[src/inc/csc_pkg.sv]
package csc_pkg;

  // Register offsets, equal to their byte addresses on the register port
  localparam logic [7:0] CSC_OFS_STOP       = 8'h02;
  localparam logic [7:0] CSC_OFS_START      = 8'h03;
  localparam logic [7:0] CSC_OFS_KNEE       = 8'h04;
  localparam logic [7:0] CSC_OFS_UPPER      = 8'h05;
  localparam logic [7:0] CSC_OFS_BASE_HI    = 8'h06;
  localparam logic [7:0] CSC_OFS_BASE_LO    = 8'h07;
  localparam logic [7:0] CSC_OFS_SLOPE1_HI  = 8'h08;
  localparam logic [7:0] CSC_OFS_SLOPE1_LO  = 8'h09;
  localparam logic [7:0] CSC_OFS_SLOPE2_HI  = 8'h0a;
  localparam logic [7:0] CSC_OFS_SLOPE2_LO  = 8'h0b;
  localparam logic [7:0] CSC_OFS_STATUS     = 8'h20;

  // Index range of the configuration array
  localparam int CSC_CFG_FIRST = 2;
  localparam int CSC_CFG_LAST  = 11;

  // Field positions
  localparam int CSC_KEEP_BIT     = 7;
  localparam int CSC_HANDOVER_BIT = 1;
  localparam int CSC_FULLZERO_BIT = 0;
  localparam int CSC_OLSEL_BIT    = 0;
  localparam int CSC_STAT_DIRECT  = 0;
  localparam int CSC_STAT_FALLING = 1;

  // Values after reset
  localparam logic [7:0] CSC_CFG_RST = 8'h00;

  // Curve arithmetic constants
  localparam int CSC_KNEE_OFFSET = 257;
  localparam int CSC_SLOPE_SHIFT = 6;

  // Hand-over state, one-hot
  typedef enum logic [1:0] {
    CSC_CLOSED = 2'b01,
    CSC_DIRECT = 2'b10
  } csc_loop_t;

endpackage : csc_pkg

[src/rtl/csc_segment.sv]
module csc_segment
  import csc_pkg::*;
#(
  parameter int SLOPE_W = 14,
  parameter int SPAN_W  = 10,
  parameter int OUT_W   = 19
) (
  input  wire logic [SLOPE_W-1:0] slope,
  input  wire logic [SPAN_W-1:0]  span,
  output logic      [OUT_W-1:0]   rise
);

  localparam int PW = SLOPE_W + SPAN_W;

  logic [PW-1:0] product;

  // Slope is 64 times rpm per command step, so drop six bits after the product
  assign product = PW'(slope) * PW'(span);
  assign rise    = OUT_W'(product >> CSC_SLOPE_SHIFT);

endmodule : csc_segment

[src/rtl/csc_speed_curve.sv]
// Summary of operation
// Curve runs when method select bit is 0; selecting open loop parks it.
// Upper knee point is the 8-bit code plus 257, in 1/512 steps.
// Start point is its code; stop point is its 7-bit code doubled.
// Twelve-bit base speed, split over two registers, is the speed at start.
// Above start, speed rises by slope times command steps divided by 64.
// With hand-over, return to closed loop at knee minus twice the sum of hysteresis and one.
// Software programs hysteresis as percent over 0.4 minus one.
// Return point lies 0.4 to 6.4 percent below the upper knee.
// Default low behaviour: zero up to stop, rising zero, falling base between.
// Keep-running bit gives base between stop and start, base or maximum below.
// Full-speed-at-zero without keep-running gives maximum at zero, zero up to stop.
// With hand-over enabled, a maximum-speed low case drives full output as well as maximum speed.
// Software enables hand-over and sets hysteresis to follow input above knee.
// Nonzero knee point code, doubled, splits the curve into two slopes.
// Between start and knee point the first slope applies.
// Above the knee point the second slope, from registers 10 and 11, applies.
// Software places knee point between start and upper knee, or writes 0.
// Knee point works together with hand-over and low-command options.
// Without hand-over the speed is clamped at the upper knee value.
module csc_speed_curve
  import csc_pkg::*;
#(
  parameter int CMD_W   = 10,
  parameter int RPM_W   = 19,
  parameter int SLOPE_W = 14
) (
  input  wire logic             clk,
  input  wire logic             sys_rst,
  input  wire logic [CMD_W-1:0] speed_command,
  input  wire logic [7:0]       reg_addr,
  input  wire logic [7:0]       reg_wdata,
  input  wire logic             reg_we,
  output logic      [7:0]       reg_rdata,
  output logic      [RPM_W-1:0] target_rpm,
  output logic                  full_output,
  output logic                  direct_follow,
  output logic                  curve_active
);

  // Configuration bytes, addressed by their offset
  logic [7:0]       cfg [CSC_CFG_FIRST:CSC_CFG_LAST];
  csc_loop_t        loop_state;
  csc_loop_t        next_loop_state;
  logic [CMD_W-1:0] prev_cmd;
  logic             falling;
  logic             next_falling;
  logic [RPM_W-1:0] next_target;
  logic             next_full;

  // Named fields
  logic [6:0]         stop_threshold_code;
  logic               keep_running_low_cmd;
  logic [7:0]         start_threshold_code;
  logic [7:0]         knee_point_code;
  logic [7:0]         upper_knee_code;
  logic [11:0]        base_speed_rpm;
  logic [3:0]         handover_hysteresis;
  logic [SLOPE_W-1:0] first_slope;
  logic [SLOPE_W-1:0] second_slope;
  logic               control_method_select_handover_en;
  logic               full_speed_at_zero;
  logic               control_method_select;

  assign stop_threshold_code   = cfg[CSC_OFS_STOP][6:0];
  assign keep_running_low_cmd  = cfg[CSC_OFS_STOP][CSC_KEEP_BIT];
  assign start_threshold_code  = cfg[CSC_OFS_START];
  assign knee_point_code       = cfg[CSC_OFS_KNEE];
  assign upper_knee_code       = cfg[CSC_OFS_UPPER];
  assign base_speed_rpm        = {cfg[CSC_OFS_BASE_HI], cfg[CSC_OFS_BASE_LO][7:4]};
  assign handover_hysteresis   = cfg[CSC_OFS_BASE_LO][3:0];
  assign first_slope           = {cfg[CSC_OFS_SLOPE1_HI], cfg[CSC_OFS_SLOPE1_LO][7:2]};
  assign second_slope          = {cfg[CSC_OFS_SLOPE2_HI], cfg[CSC_OFS_SLOPE2_LO][7:2]};
  assign control_method_select_handover_en  = cfg[CSC_OFS_SLOPE1_LO][CSC_HANDOVER_BIT];
  assign full_speed_at_zero    = cfg[CSC_OFS_SLOPE1_LO][CSC_FULLZERO_BIT];
  assign control_method_select = cfg[CSC_OFS_SLOPE2_LO][CSC_OLSEL_BIT];

  // Thresholds on the command scale, 512 being full duty
  logic [CMD_W-1:0] start_pt;
  logic [CMD_W-1:0] stop_pt;
  logic [CMD_W-1:0] knee_pt;
  logic [CMD_W-1:0] upper_pt;
  logic [CMD_W-1:0] return_pt;
  logic [5:0]       return_step;

  assign start_pt    = CMD_W'(start_threshold_code);
  assign stop_pt     = CMD_W'({stop_threshold_code, 1'b0});
  assign knee_pt     = CMD_W'({knee_point_code, 1'b0});
  assign upper_pt    = CMD_W'(upper_knee_code) + CMD_W'(CSC_KNEE_OFFSET);
  // Five-bit sum so a hysteresis code of 15 does not wrap
  assign return_step = {({1'b0, handover_hysteresis} + 5'h01), 1'b0};
  assign return_pt   = upper_pt - CMD_W'(return_step);

  // Command classification
  logic cmd_zero;
  logic cmd_le_stop;
  logic cmd_le_start;
  logic cmd_above_upper;
  logic cmd_at_upper;
  logic cmd_le_return;

  assign cmd_zero        = (speed_command == '0);
  assign cmd_le_stop     = (speed_command <= stop_pt);
  assign cmd_le_start    = (speed_command <= start_pt);
  assign cmd_above_upper = (speed_command > upper_pt);
  assign cmd_at_upper    = (speed_command >= upper_pt);
  assign cmd_le_return   = (speed_command <= return_pt);

  // Curve evaluation point: the upper knee stands in for the maximum speed
  // below start, and clamps the command when hand-over is off
  logic [CMD_W-1:0] eval_pt;
  logic             use_second;
  logic [CMD_W-1:0] span_one;
  logic [CMD_W-1:0] span_two;
  logic [RPM_W-1:0] rise_one;
  logic [RPM_W-1:0] rise_two;
  logic [RPM_W-1:0] curve_rpm;

  assign eval_pt    = (cmd_le_start || (cmd_above_upper && !control_method_select_handover_en)) ?
                      upper_pt : speed_command;
  // A knee code of 0 or a doubled knee code below start means a single slope
  assign use_second = (knee_point_code != 8'h00) && (eval_pt > knee_pt) &&
                      (knee_pt >= start_pt);
  assign span_one   = use_second ? (knee_pt - start_pt) : (eval_pt - start_pt);
  assign span_two   = use_second ? (eval_pt - knee_pt) : '0;
  assign curve_rpm  = RPM_W'(base_speed_rpm) + rise_one + rise_two;

  csc_segment #(
    .SLOPE_W (SLOPE_W),
    .SPAN_W  (CMD_W),
    .OUT_W   (RPM_W)
  ) u_seg_one (
    .slope (first_slope),
    .span  (span_one),
    .rise  (rise_one)
  );

  csc_segment #(
    .SLOPE_W (SLOPE_W),
    .SPAN_W  (CMD_W),
    .OUT_W   (RPM_W)
  ) u_seg_two (
    .slope (second_slope),
    .span  (span_two),
    .rise  (rise_two)
  );

  // Low-command selection; direction is this cycle's compare, so a turn acts without lag
  logic pick_max;
  logic pick_base;

  assign pick_max  = cmd_le_start && full_speed_at_zero &&
                     (cmd_zero || (keep_running_low_cmd && cmd_le_stop));
  assign pick_base = cmd_le_start && !pick_max &&
                     (keep_running_low_cmd || (!cmd_le_stop && next_falling));
  assign next_falling = (speed_command < prev_cmd) ? 1'b1 :
                        (speed_command > prev_cmd) ? 1'b0 : falling;

  // Target selection
  always_comb begin
    next_target = '0;
    next_full   = 1'b0;
    if (control_method_select) begin
      next_target = '0;
    end else if (loop_state == CSC_DIRECT) begin
      next_target = curve_rpm;
    end else if (pick_max) begin
      next_target = curve_rpm;
      next_full   = control_method_select_handover_en;
    end else if (pick_base) begin
      next_target = RPM_W'(base_speed_rpm);
    end else if (cmd_le_start) begin
      next_target = '0;
    end else begin
      next_target = curve_rpm;
    end
  end

  // Hand-over with hysteresis, so a command hovering at the knee cannot chatter
  always_comb begin
    next_loop_state = loop_state;
    unique case (loop_state)
      CSC_CLOSED: begin
        if (!control_method_select && control_method_select_handover_en && cmd_at_upper) begin
          next_loop_state = CSC_DIRECT;
        end
      end
      CSC_DIRECT: begin
        if (control_method_select || !control_method_select_handover_en || cmd_le_return) begin
          next_loop_state = CSC_CLOSED;
        end
      end
      default: begin
        next_loop_state = CSC_CLOSED;
      end
    endcase
  end

  // Configuration writes at the printed offsets; other addresses are ignored
  always_ff @(posedge clk) begin
    if (sys_rst) begin
      for (int i = CSC_CFG_FIRST; i <= CSC_CFG_LAST; i++) begin
        cfg[i] <= CSC_CFG_RST;
      end
    end else if (reg_we && (int'(reg_addr) >= CSC_CFG_FIRST) && (int'(reg_addr) <= CSC_CFG_LAST)) begin
      cfg[int'(reg_addr)] <= reg_wdata;
    end
  end

  // Read port, one cycle behind the address; unmapped addresses read zero
  logic [7:0] rd_mux;
  assign rd_mux = ((int'(reg_addr) >= CSC_CFG_FIRST) && (int'(reg_addr) <= CSC_CFG_LAST)) ?
                  cfg[int'(reg_addr)] :
                  (reg_addr == CSC_OFS_STATUS) ? {6'h00, falling, (loop_state == CSC_DIRECT)} : 8'h00;

  always_ff @(posedge clk) begin
    if (sys_rst) begin
      reg_rdata <= 8'h00;
    end else begin
      reg_rdata <= rd_mux;
    end
  end

  // Curve outputs, registered so downstream sees a clean value
  always_ff @(posedge clk) begin
    if (sys_rst) begin
      target_rpm   <= '0;
      full_output  <= 1'b0;
      curve_active <= 1'b0;
      loop_state   <= CSC_CLOSED;
      prev_cmd     <= '0;
      falling      <= 1'b0;
    end else begin
      target_rpm   <= next_target;
      full_output  <= next_full;
      curve_active <= !control_method_select;
      loop_state   <= next_loop_state;
      prev_cmd     <= speed_command;
      falling      <= next_falling;
    end
  end

  assign direct_follow = (loop_state == CSC_DIRECT);

  // Reference curve for the checks, worked out independently of the datapath
  logic [27:0]      ref_prod_one;
  logic [27:0]      ref_prod_knee;
  logic [27:0]      ref_prod_two;
  logic [27:0]      ref_prod_clamp;
  logic [RPM_W-1:0] ref_single;
  logic [RPM_W-1:0] ref_double;
  logic [RPM_W-1:0] ref_clamp;
  logic             closed_run;

  assign ref_prod_one   = 28'(first_slope) * 28'(speed_command - start_pt);
  assign ref_prod_knee  = 28'(first_slope) * 28'(knee_pt - start_pt);
  assign ref_prod_two   = 28'(second_slope) * 28'(speed_command - knee_pt);
  assign ref_prod_clamp = 28'(first_slope) * 28'(upper_pt - start_pt);
  assign ref_single     = RPM_W'(base_speed_rpm) + RPM_W'(ref_prod_one >> 6);
  assign ref_double     = RPM_W'(base_speed_rpm) + RPM_W'(ref_prod_knee >> 6) + RPM_W'(ref_prod_two >> 6);
  assign ref_clamp      = RPM_W'(base_speed_rpm) + RPM_W'(ref_prod_clamp >> 6);
  assign closed_run     = !control_method_select && (loop_state == CSC_CLOSED);

  property p_open_select;
    @(posedge clk) disable iff (sys_rst)
      control_method_select |=> (target_rpm == '0) && !curve_active && !full_output;
  endproperty
  a_open_select: assert property (p_open_select)
    else $error("Open-loop select did not park the curve");

  property p_enter_direct;
    @(posedge clk) disable iff (sys_rst)
      (closed_run && control_method_select_handover_en && (speed_command == upper_pt)) |=> direct_follow;
  endproperty
  a_enter_direct: assert property (p_enter_direct)
    else $error("No hand-over at the upper knee");

  property p_return_closed;
    @(posedge clk) disable iff (sys_rst)
      (direct_follow && !control_method_select && control_method_select_handover_en &&
       (speed_command == upper_pt - CMD_W'({({1'b0, handover_hysteresis} + 5'h01), 1'b0})))
      |=> !direct_follow;
  endproperty
  a_return_closed: assert property (p_return_closed)
    else $error("No return to closed loop at the return point");

  property p_hold_direct;
    @(posedge clk) disable iff (sys_rst)
      (direct_follow && !control_method_select && control_method_select_handover_en &&
       (speed_command > return_pt)) |=> direct_follow;
  endproperty
  a_hold_direct: assert property (p_hold_direct)
    else $error("Hand-over dropped inside the hysteresis band");

  property p_single_slope;
    @(posedge clk) disable iff (sys_rst)
      (closed_run && (knee_point_code == 8'h00) && (speed_command > start_pt) &&
       (speed_command <= upper_pt)) |=> (target_rpm == $past(ref_single));
  endproperty
  a_single_slope: assert property (p_single_slope)
    else $error("Single-slope target is wrong");

  property p_two_slope;
    @(posedge clk) disable iff (sys_rst)
      (closed_run && (knee_point_code != 8'h00) && (knee_pt >= start_pt) &&
       (speed_command > knee_pt) && (speed_command <= upper_pt)) |=> (target_rpm == $past(ref_double));
  endproperty
  a_two_slope: assert property (p_two_slope)
    else $error("Second-slope target is wrong");

  property p_clamp;
    @(posedge clk) disable iff (sys_rst)
      (closed_run && !control_method_select_handover_en && (knee_point_code == 8'h00) && cmd_above_upper)
      |=> (target_rpm == $past(ref_clamp));
  endproperty
  a_clamp: assert property (p_clamp)
    else $error("Target not clamped above the upper knee");

  property p_stop_zero;
    @(posedge clk) disable iff (sys_rst)
      (closed_run && !keep_running_low_cmd && !cmd_zero && cmd_le_stop) |=> (target_rpm == '0) && !full_output;
  endproperty
  a_stop_zero: assert property (p_stop_zero)
    else $error("Command below stop did not give zero");

  property p_between_dir;
    @(posedge clk) disable iff (sys_rst)
      (closed_run && !keep_running_low_cmd && !cmd_le_stop && cmd_le_start && (speed_command < prev_cmd))
      |=> (target_rpm == RPM_W'($past(base_speed_rpm)));
  endproperty
  a_between_dir: assert property (p_between_dir)
    else $error("Falling command between stop and start not at base speed");

  property p_keep_base;
    @(posedge clk) disable iff (sys_rst)
      (closed_run && keep_running_low_cmd && !cmd_le_stop && cmd_le_start)
      |=> (target_rpm == RPM_W'($past(base_speed_rpm)));
  endproperty
  a_keep_base: assert property (p_keep_base)
    else $error("Keep-running did not give base speed");

  property p_zero_full;
    @(posedge clk) disable iff (sys_rst)
      (closed_run && full_speed_at_zero && control_method_select_handover_en && cmd_zero) |=> full_output ##1 1'b1;
  endproperty
  a_zero_full: assert property (p_zero_full)
    else $error("Zero command with hand-over did not drive full output");

  c_enter_direct: cover property (@(posedge clk) disable iff (sys_rst) !direct_follow ##1 direct_follow);
  c_leave_direct: cover property (@(posedge clk) disable iff (sys_rst) direct_follow ##1 !direct_follow);
  c_two_slope:    cover property (@(posedge clk) disable iff (sys_rst) closed_run && use_second);
  c_full_output:  cover property (@(posedge clk) disable iff (sys_rst) full_output);

endmodule : csc_speed_curve

[config.mk]
export PLATFORM = sky130hd
export DESIGN_NAME = csc_speed_curve
export DESIGN_NICKNAME = d
export VERILOG_FILES = /design/src/inc/csc_pkg.sv /design/src/rtl/csc_segment.sv /design/src/rtl/csc_speed_curve.sv
export SDC_FILE = /design/constraint.sdc
export NUM_CORES = 1
export LEC_CHECK = 0
export BUFFER_PORTS_ARGS = -buffer_cell sky130_fd_sc_hd__clkbuf_2
export CORE_MARGIN = 10
export CORE_UTILIZATION = 30
export DETAILED_ROUTE_END_ITERATION = 8
export PLACE_DENSITY = 0.4
export SYNTH_ARGS = -nofsm -noshare
export SYNTH_HDL_FRONTEND = slang
export SYNTH_SLANG_ARGS = --single-unit
[constraint.sdc]
create_clock -name clk -period 16.4 [get_ports clk]
set_input_delay 1.64 -clock clk [delete_from_list [all_inputs] [get_ports clk]]
set_output_delay 1.64 -clock clk [all_outputs]
set_load 0.005 [all_outputs]
# Word level (Yosys, flattened, before mapping)
# Memories as Yosys holds them, arrays and structs flattened.
# Cells that the tools add are included.
# W data, S select, Z words.
dict set report op_classes {
  add_sub_neg 8
  mul 2
  order_cmp 11
  eq_ne 5
  mux 22
  n_bitwise 1
  reduce_logical 29
}
# operator count
set op_table {}
lappend op_table {{$mux W19} 4}
lappend op_table {{$mul A14 B10 Y24} 2}
lappend op_table {{$mux W10} 3}
lappend op_table {{$gt A10 B10 Y1} 2}
lappend op_table {{$le A10 B8 Y1} 2}
lappend op_table {{$add A12 B18 Y19} 1}
lappend op_table {{$add A19 B18 Y19} 1}
lappend op_table {{$mux W8} 2}
lappend op_table {{$logic_and A1 B1 Y1} 14}
lappend op_table {{$add A8 B9 Y10 const B} 1}
lappend op_table {{$ge A10 B10 Y1} 1}
lappend op_table {{$gt A10 B9 Y1} 1}
lappend op_table {{$le A10 B10 Y1} 1}
lappend op_table {{$logic_not A10 Y1} 1}
lappend op_table {{$lt A10 B10 Y1} 1}
lappend op_table {{$sub A10 B6 Y10} 1}
lappend op_table {{$sub A10 B8 Y10} 1}
lappend op_table {{$sub A10 B9 Y10} 1}
lappend op_table {{$sub A9 B8 Y10} 1}
lappend op_table {{$ge A9 B8 Y1} 1}
lappend op_table {{$eq A8 B6 Y1 const B} 1}
lappend op_table {{$ge A8 B2 Y1 const B} 1}
lappend op_table {{$le A8 B4 Y1 const B} 1}
lappend op_table {{$mux W1} 8}
lappend op_table {{other kinds (16)} 25}
dict set report totals {
  reg_bits 42
  mem_bits_rw 80
  out_inout_bits 30
  mem_count 1
}
# name words word_bits read_ports rd_ports_with_merged_regs wr line_no
set mem_list {}
lappend mem_list {cfg 10 8 11 0 10 csc_speed_curve.sv:42} ;# logic [7:0] cfg [CSC_CFG_FIRST:CSC_CFG_LAST];

# Depth between registers and ports, before layout
# Gate-level depths: netlist of run 1.
# An unclocked memory read counts as a cell.
dict set report logic_depth {
  depth_word 17
  mapped_depth 63
  mapped_depth_nobuf 58
}

# Modules after synthesis
# Synthesis of run 1 repeated with hierarchy kept, for this count alone.
dict set report hier_totals {
  hier_cells 1924
  area_unflattened_um2 19032.0
}
# module instances cells_each area_per_inst_um2
set by_module_without_submodules {}
lappend by_module_without_submodules {csc_speed_curve 1 934 10521.3}
lappend by_module_without_submodules {{csc_segment (u_seg_two)} 1 498 4270.3}
lappend by_module_without_submodules {{csc_segment (u_seg_one)} 1 492 4240.3}

# Worst setup path before layout of run 1
# Ideal clock, no wire load.
dict set report synth_path {
  path_kind {input port to flip-flop}
  start {input speed_command[5]}
  end {register target_rpm[18]}
  setup_ns 0.126
  t_arrival_ns 12.871
  slack_ns 3.403
  path_stages 55
  path_buffers 4
  path_cell_list {ha_1 > nand3b_1 > mux2i_1 > a311o_1 > a2111o_1 > o311a_2 > o22ai_4 > clkbuf_1 > mux2_2 > ha_1 > a21oi_1 > o21ai_0 > or3_1 > o22a_1 > a22o_1 > nand2_1 > nor2_1 > a21oi_1 > [19 not listed] > a31oi_4 > xnor2_1 > fa_1 > inv_1 > ha_1 > a21o_1 > a21o_1 > a21o_1 > a21o_1 > a21o_1 > a21oi_1 > o21a_1 > o21ai_0 > a311oi_1 > o21bai_1 > o31ai_1 > xor2_1 > nor2_1}
}
dict set report synth_between {
  elab_chain_len 15
  elab_cells_between_ends 36
  classes_between {add/sub: 4; mul: 2; order compare: 6; mux: 9; reduce/logical: 15}
}
# element line_no
set synth_lines {}
lappend synth_lines {{from (decl)} csc_speed_curve.sv:30} ;# input wire logic [CMD_W-1:0] speed_command,
lappend synth_lines {{$gt A10 B10 Y1} csc_speed_curve.sv:105} ;# assign cmd_above_upper = (speed_command > upper_pt);
lappend synth_lines {{$logic_and A1 B1 Y1} csc_speed_curve.sv:119} ;# assign eval_pt = (cmd_le_start || (cmd_above_upper && !control_method_select_handover_en)) ?
lappend synth_lines {{$logic_or A1 B1 Y1} csc_speed_curve.sv:119}
lappend synth_lines {{$mux W10} csc_speed_curve.sv:119}
lappend synth_lines {{$gt A10 B9 Y1} csc_speed_curve.sv:122} ;# assign use_second = (knee_point_code != 8'h00) && (eval_pt > knee_pt) &&
lappend synth_lines {{$logic_and A1 B1 Y1 (2 in series)} csc_speed_curve.sv:122}
lappend synth_lines {{$mux W10} csc_speed_curve.sv:124} ;# assign span_one = use_second ? (knee_pt - start_pt) : (eval_pt - start_pt);
lappend synth_lines {{$mul A14 B10 Y24} csc_segment.sv:18} ;# assign product = PW'(slope) * PW'(span);
lappend synth_lines {{$add A12 B18 Y19} csc_speed_curve.sv:126} ;# assign curve_rpm = RPM_W'(base_speed_rpm) + rise_one + rise_two;
lappend synth_lines {{$add A19 B18 Y19} csc_speed_curve.sv:126}
lappend synth_lines {{$mux W19} csc_speed_curve.sv:172} ;# end else if (cmd_le_start) begin
lappend synth_lines {{$mux W19} csc_speed_curve.sv:170} ;# end else if (pick_base) begin
lappend synth_lines {{$mux W19} csc_speed_curve.sv:167} ;# end else if (pick_max) begin
lappend synth_lines {{$mux W19 (*)} csc_speed_curve.sv:165} ;# end else if (loop_state == CSC_DIRECT) begin
lappend synth_lines {{to (signal assigned)} csc_speed_curve.sv:234} ;# target_rpm <= next_target;
lappend synth_lines {{to (decl)} csc_speed_curve.sv:35} ;# output logic [RPM_W-1:0] target_rpm,
# Every way passes the cells marked *; elsewhere a longest branch is shown, timed or not.
# A chain may end at the register's enable or synchronous reset.

# Worst setup path after layout of run 1
dict set report layout_path {
  start {input speed_command[0]}
  end {register target_rpm[17]}
}
# The elaborated chain is that of the path after synthesis.

==> metrics.txt, run 1 <==
Critical Path End Type=flop; Final nets=2,524; Syn-to-layout area delta=10.3%; Post-CTS Hold Buffers=0; Reg-to-Reg Start=cfg[5][4]$_SDFFCE_PN0P_; H-Tree Level Count=4; worst slew pin tran=approximately 1.2 ns; Synth cell types=between 70 and 80; RSZ-0062 raised after global routing=no; WL/cell=20.3 µm; Post-Syn Area=19,400 µm²; first-pass GRT wire length=approximately 90 mm; Mean Syn Cell Area=between 9 and 10 µm²; kind of start point of the critical path=primary input; TritonCTS clock tree=yes; status=complete, no violations; HPWL Detailed=48.2 mm; DRC=0; final-report max-slew violation count=0; fill cell count=6,737; crit path kind=primary input to flop; vias per cell=4.76; clk_lat worst skew=~0.5 ns; Synth Instances=between 2,000 and 2,500; vias in the first global route=~15,000; Hold Crit Class=flop to flop; yosys warns=0; via count=14,068; CTS buffer count=17; Port-buffer cells=58; fin crit share=0.857; Max Freq=slightly above 70 MHz; Seq/Total Area, Yosys=0.229; Hold Fails Final Rpt=0; CTS Sinks=162; CP Max Fanout=24; max-cap viol count=0; crit path DAT=14.40 ns; CTS root buf=clkbuf_16; worst-case clock buffer depth=2; number of flops mapped to enable cells by yosys=120; WHS Path Cells=2; Min Clock Period, post-route=14.06 ns; initial antenna violation count=3; routed wire length=60.0 mm; Critical Path RT=16.75 ns; R2R depth=57; predominant post-synthesis flop cell=edfxtp_1; initial DRC count=756; TNS Setup=0 ns; Clock transition at path regs=~0.080 ns; Die H=274 µm; largest cells by area after synthesis=fa_1 (21%), edfxtp_1 (19%), ha_1 (13%), and2_1 (7.2%), inv_1 (6.4%); Final GP Congestion=0.866; hold wc startpoint=falling$_SDFF_PP0_; # rows=93; post-CTS sizing=0; Post-DRT Antenna Nets=0; largest net degree at the start of global routing=36; Worst Skew=between 0.02 and 0.03 ns; initial core utilization=0.302; Post-synth ARST share=0; Tot GR Track Use=0.164; TritonRoute pass-1 iters=5; share of layout cells above drive strength 1=0.0862; Boundary Pins=59; worst slew margin relative to its limit=0.192; Die ar.=75,300 µm²; Seq cells post-synth=162; post-synth top area share=0.209; core footprint=64,200 µm²; # setup viols final=0; critical path startpoint=speed_command[0]; CP max-delay cell=a21oi_1; Critical Path Max Stage Delay=0.83 ns; Die X=274 µm; total congestion overflow=0; Yosys top cell by area=fa_1; Post-CTS Setup Inserts=0
## synthesized netlist by cell type, types with 15 or more instances
cell type	number
and2_1	224
nand4_1	20
dfxtp_1	42
nand3_1	26
nand2_1	195
edfxtp_1	120
xnor2_1	46
xor2_1	29
nand2b_1	18
clkbuf_1	62
mux4_2	36
nor2b_1	23
o21a_1	15
nor3_1	17
nor2_1	98
ha_1	206
fa_1	203
inv_1	329
a21o_1	33
a21oi_1	70
o21ai_0	43
## final timing paths
kind	endpoint	slack, ns
worst max-delay path	target_rpm[17]$_SDFF_PP0_	2.34
worst max register to register	target_rpm[17]$_SDFF_PP0_	2.63
worst min-delay path	reg_rdata[1]$_SDFF_PP0_	0.62
worst min register to register	reg_rdata[1]$_SDFF_PP0_	0.62
## logic make-up after synthesis
family | share of synthesized area
compound gates | 0.0866
xor+xnor | 0.0350
buf+inv | 0.0787
simple gates | 0.178
flops | 0.229
other cells | 0.000193
mux | 0.0490
fa+ha+maj | 0.344
## worst max-delay path, delay by kind of cell
family                   cells  cell delay, ns
AO/OA/AOI/OAI               25            5.91
adder cells (fa/ha/maj)     10            4.02
multiplexers                 2            0.66
buffers and inverters        7            0.73
AND/OR/NAND/NOR             10            1.28
XOR/XNOR                     1            0.12
## area by class of cell
cell class	count	area, µm²	area share
inverter	329	1230	0.0576
clock inverter	15	184	0.00859
antenna	1	2.50	0.000117
tap	855	1070	0.0499
clock buffer	17	425	0.0199
multi-input combinational	1496	13600	0.635
sequential	162	4440	0.207
timing repair buffer	80	455	0.0213
## layout by cell type (no fill, tap or decap), types with 33 or more instances in the layout
cell type / instances
a21o_1: 33
a21oi_1: 69
and2_1: 224
clkbuf_2: 58
conb_1: 40
dfxtp_1: 42
edfxtp_1: 120
fa_1: 203
ha_1: 206
inv_1: 329
mux4_2: 36
nand2_1: 195
nor2_1: 98
o21ai_0: 43
xnor2_1: 46
## state kept, by name, summed over array words and instances, names as in the netlist
| name | cells |
|---|---|
| cfg | 120 |
| falling | 1 |
| reg_rdata | 8 |
| curve_active | 1 |
| target_rpm | 19 |
| full_output | 1 |
| prev_cmd | 10 |
| loop_state | 2 |
## through the flow
stage	std cells	cell area (µm²)	hold WS (ns)	worst slack [ns]	util
2_1_floorplan	2060	19600	0.461	3.40	-
3_3_place_gp	2922	20800	0.610	2.28	0.324
3_5_place_dp	2922	20800	0.626	1.91	0.324
4_1_cts	2954	21400	0.637	2.44	0.333
5_1_grt	2954	21400	0.681	1.17	0.333
6_report	2955	21400	0.623	2.34	0.334
## layer usage
metal	vias to the layer above	global-route usage	part of all wire
met1	7158	0.224	0.49
met5	-	0	0
met4	0	0.0348	0.014
li1	6718	-	-
met2	156	0.275	0.48
met3	36	0.0172	0.023
Power of run 1 is left out: the tool's default activity adds up to more than one toggle a clock period on the data nets, which glitch-free logic cannot reach.
==> inputs of run 2 (changes only) <==
--- a/config.mk
+++ b/config.mk
@@ -9,7 +9,7 @@
 export CORE_MARGIN = 10
 export CORE_UTILIZATION = 30
 export DETAILED_ROUTE_END_ITERATION = 8
-export PLACE_DENSITY = 0.4
+export PLACE_DENSITY = 0.53
 export SYNTH_ARGS = -nofsm -noshare
 export SYNTH_HDL_FRONTEND = slang
 export SYNTH_SLANG_ARGS = --single-unit
==> metrics.txt, run 2 (same netlist as run 1, synthesis figures left out) <==
RR Endpoint=target_rpm[17]$_SDFF_PP0_; CTS root buf=clkbuf_16; initial core utilization=0.302; core footprint=64,200 µm²; initial DRC count=1,001; DR top layer=met4; # setup viols final=0; Largest regs=cfg: 120 flops, target_rpm: 19 flops, prev_cmd: 10 flops; Die ar.=75,300 µm²; Die H=274 µm; kind of start point of the critical path=primary input; clk_lat worst skew=0.47 ns; vias per cell=just under 5; WL/cell=about 19 µm; routed wl met3=2.60 mm; Post-DRT Antenna Nets=0; Syn-to-layout area delta=9.94%; HPWL Detailed=~44 mm; R2R depth=57; TritonCTS clock tree=yes; commonest cells after routing, fill and taps aside=inv_1 (329), and2_1 (224), ha_1 (206); Hold Slack=0.622 ns; max reg flops=120; Critical Path End Type=flop; routed wire length=54.6 mm; Die X=between 200 and 300 µm; worst-case clock buffer depth=2; vias in the first global route=between 15,000 and 20,000; Hold Crit Class=flop to flop; Critical Path Max Stage Delay=0.78 ns; H-Tree Level Count=4; CP most frequent cell=a21oi_1; CP Max Fanout=24; Min Clock Period, post-route=14.14 ns; Final GP Congestion=0.915; fin crit share=0.862; TritonRoute pass-1 iters=5; Reg-to-Reg Start=cfg[5][4]$_SDFFCE_PN0P_; CTS Sinks=162; DRC=0; Clock transition at path regs=0.08 ns; WHS Path Cells=2; status=complete, no violations; largest net degree at the start of global routing=36; CP max-delay cell=a21oi_1; max-cap viol count=0; Final nets=2,515; Critical Path RT=16.75 ns; Boundary Pins=59; initial antenna violation count=1; TNS Setup=0 ns; Post-CTS Setup Inserts=0; # rows=between 90 and 100; metal2 WL=26.0 mm; worst slew margin relative to its limit=0.133; via count=14,395; r2r setup slk=2.67 ns; fin util=0.332; total congestion overflow=0; Tot GR Track Use=0.149; first-pass GRT wire length=87.1 mm; hold wc startpoint=falling$_SDFF_PP0_; Worst Hold End=reg_rdata[1]$_SDFF_PP0_; crit path DAT=14.49 ns; Biggest register=cfg; worst slew pin tran=1.30 ns; share of layout cells above drive strength 1=0.0813; post-CTS sizing=0; Worst Skew=about 0.022 ns; Max Freq=70.7 MHz; placed insts=2,913; CTS buffer count=17; Finished Layout Cells=2,947; Hold Fails Final Rpt=0; final-report max-slew violation count=0; crit path kind=primary input to flop; Port-buffer cells=58; fill cell count=6,647; RSZ-0062 raised after global routing=no; M1 WL=25.1 mm; Post-CTS Hold Buffers=0; commonest non-fill, non-tap cell in the layout=inv_1
[run 2: cell types whose count changed in the layout (fill, tap and decap cells not counted), sizes merged]
| cell | delta |
|---|---|
| buf | -9 |
| clkinv | +1 |
| diode | +1 |
| inv | -1 |
[run 2: worst max-delay path, delay by kind of cell]
kind                       cells  cell delay [ns]
AOI/OAI and AO/OA             25             5.90
muxes                          2             0.67
and+or+nand+nor               10             1.26
buffers and inverters          7             0.79
adders and majority gates     10             4.06
xor gates and xnor gates       1             0.12
[run 2: cell type report]
type	instances	area, µm²	area share
multi-input combinational	1496	13600	0.637
timing repair buffer	71	388	0.0182
clock buffer	17	425	0.0199
sequential	162	4440	0.208
tap	855	1070	0.0501
clock inverter	15	189	0.00885
inverter	329	1230	0.0578
antenna	2	5.00	0.000234
[run 2: routing by layer]
layer | vias up | global-route usage
met2 | 358 | 0.252
met3 | 52 | 0.0220
met5 | - | 0
li1 | 6696 | -
met1 | 7289 | 0.198
met4 | 0 | 0.0353
[run 2: through the flow]
stage                     area [µm²]  worst slack [ns]
final                          21400              2.26
after global routing           21300              1.27
after CTS                      21300              2.45
after detailed placement       20700              1.98
after global placement         20700              2.23
after floorplan                19600              3.40
[run 2: worst max path at each step]
| stage | start | to | slack, ns | depth (start not counted) |
|---|---|---|---|---|
| final | speed_command[0] | target_rpm[17]$_SDFF_PP0_ | 2.26 | 55 |
| after global placement | speed_command[4] | target_rpm[17]$_SDFF_PP0_ | 2.23 | 54 |
| after CTS | speed_command[0] | target_rpm[17]$_SDFF_PP0_ | 2.45 | 55 |
| after global routing | speed_command[4] | target_rpm[17]$_SDFF_PP0_ | 1.27 | 54 |
| after floorplan | speed_command[5] | target_rpm[18]$_SDFF_PP0_ | 3.40 | 55 |
| after detailed placement | speed_command[0] | target_rpm[17]$_SDFF_PP0_ | 1.98 | 55 |
Power of run 2 is left out for the same reason.
==> inputs of run 3 (changes only) <==
--- a/config.mk
+++ b/config.mk
@@ -10,6 +10,7 @@
 export CORE_UTILIZATION = 30
 export DETAILED_ROUTE_END_ITERATION = 8
 export PLACE_DENSITY = 0.53
+export REMOVE_ABC_BUFFERS = 1
 export SYNTH_ARGS = -nofsm -noshare
 export SYNTH_HDL_FRONTEND = slang
 export SYNTH_SLANG_ARGS = --single-unit
==> metrics.txt, run 3 (same netlist as run 1, synthesis figures left out) <==
status=complete, no violations; initial antenna violation count=2; final-report max-slew violation count=0; CTS root buf=clkbuf_16; HPWL Detailed=around 44 mm; commonest non-fill, non-tap cell in the layout=inv_1; CTS Sinks=162; worst slew margin relative to its limit=0.274; routed wire length=54.9 mm; total congestion overflow=0; Worst Skew=about 0.016 ns; metal2 WL=26.6 mm; Min Clock Period, post-route=14.68 ns; Biggest register=cfg; Die H=around 270 µm; via count=14,264; crit path to=target_rpm[17]$_SDFF_PP0_; CTS buffer count=17; clk_lat worst skew=0.48 ns; largest net degree at the start of global routing=36; share of layout cells above drive strength 1=0.0840; Post-DRT Antenna Nets=0; Post-CTS Hold Buffers=0; Die X=274 µm; first-pass GRT wire length=between 80 and 90 mm; Port-buffer cells=58; H-Tree Level Count=4; Die ar.=75,300 µm²; area post-placement=slightly above 20,000 µm²; RR Endpoint=target_rpm[17]$_SDFF_PP0_; Boundary Pins=59; CP max-delay cell=a21oi_1; DR top layer=met4; Hold Fails Final Rpt=0; Final nets=2,521; worst slew pin tran=1.09 ns; Antenna Cells=0; core footprint=roughly 64,000 µm²; TNS Setup=0 ns; max reg flops=120; # setup viols final=0; Clock transition at path regs=0.08 ns; post-CTS sizing=0; crit path DAT=15.04 ns; RSZ-0062 raised after global routing=no; M1 WL=25.1 mm; Hold Crit Class=flop to flop; Largest regs=cfg: 120 flops, target_rpm: 19 flops, prev_cmd: 10 flops; max-cap viol count=0; critical path startpoint=speed_command[4]; vias in the first global route=15,238; R2R depth=56; commonest cells after routing, fill and taps aside=inv_1 (329), and2_1 (224), ha_1 (206); initial core utilization=0.302; fin crit share=0.895; CP Max Fanout=15; r2r setup slk=about 2.0 ns; WL/cell=18.6 µm; Max Freq=68.1 MHz; DRC=0; TritonRoute pass-1 iters=5; # rows=93; Final GP Congestion=approximately 0.9; Reg-to-Reg Start=cfg[5][4]$_SDFFCE_PN0P_; initial DRC count=between 900 and 1,000; worst-case clock buffer depth=2; Syn-to-layout area delta=10.3%; post-route cell area=21,400 µm²; TritonCTS clock tree=yes; CP most frequent cell=a21oi_1; kind of start point of the critical path=primary input; crit path kind=primary input to flop; Hold Slack=0.538 ns; Tot GR Track Use=0.151; vias per cell=4.83; Critical Path Max Stage Delay=0.86 ns; Critical Path End Type=flop; Critical Path RT=16.76 ns; Post-CTS Setup Inserts=0; routed wl met3=2.27 mm
-- run 3: final cells by class --
| type | instances | area [µm²] |
|---|---|---|
| Timing Repair Buffer | 77 | 433 |
| Clock inverter | 15 | 221 |
| Multi-Input combinational cell | 1496 | 13600 |
| Inverter | 329 | 1230 |
| Fill cell | 6618 | 42800 |
| Sequential cell | 162 | 4440 |
| Tap cell | 855 | 1070 |
| Clock buffer | 17 | 425 |
-- run 3: worst min-delay path by stage --
stage	from	to	depth (start not counted)
2_1_floorplan	cfg[6][7]$_SDFFCE_PN0P_	target_rpm[11]$_SDFF_PP0_	2
3_3_place_gp	falling$_SDFF_PP0_	reg_rdata[1]$_SDFF_PP0_	2
3_5_place_dp	falling$_SDFF_PP0_	reg_rdata[1]$_SDFF_PP0_	2
4_1_cts	falling$_SDFF_PP0_	reg_rdata[1]$_SDFF_PP0_	2
5_1_grt	falling$_SDFF_PP0_	reg_rdata[1]$_SDFF_PP0_	2
6_report	falling$_SDFF_PP0_	reg_rdata[1]$_SDFF_PP0_	2
-- run 3: through the flow --
stage          worst slack (ns)   util  instances
3_3_place_gp               1.78  0.324       2919
4_1_cts                    1.89  0.334       2951
5_1_grt                   0.632  0.334       2951
2_1_floorplan              3.10      -       1987
3_5_place_dp               1.49  0.324       2919
6_report                   1.72  0.334       2951
-- run 3: routing by layer --
metal	track usage	vias to the layer above
li1	-	6709
met1	0.198	7210
met2	0.259	300
met3	0.0186	45
met4	0.0415	0
met5	0	-
-- run 3: worst max-delay path, delay by kind of cell --
| family | cells | cell delay (ns) |
|---|---|---|
| adders and majority gates | 10 | 4.18 |
| muxes | 2 | 0.70 |
| AOI/OAI and AO/OA | 27 | 6.96 |
| and+or+nand+nor | 8 | 1.03 |
| buffers and inverters | 5 | 0.40 |
| xor gates and xnor gates | 1 | 0.11 |
Power of run 3 is left out for the same reason.
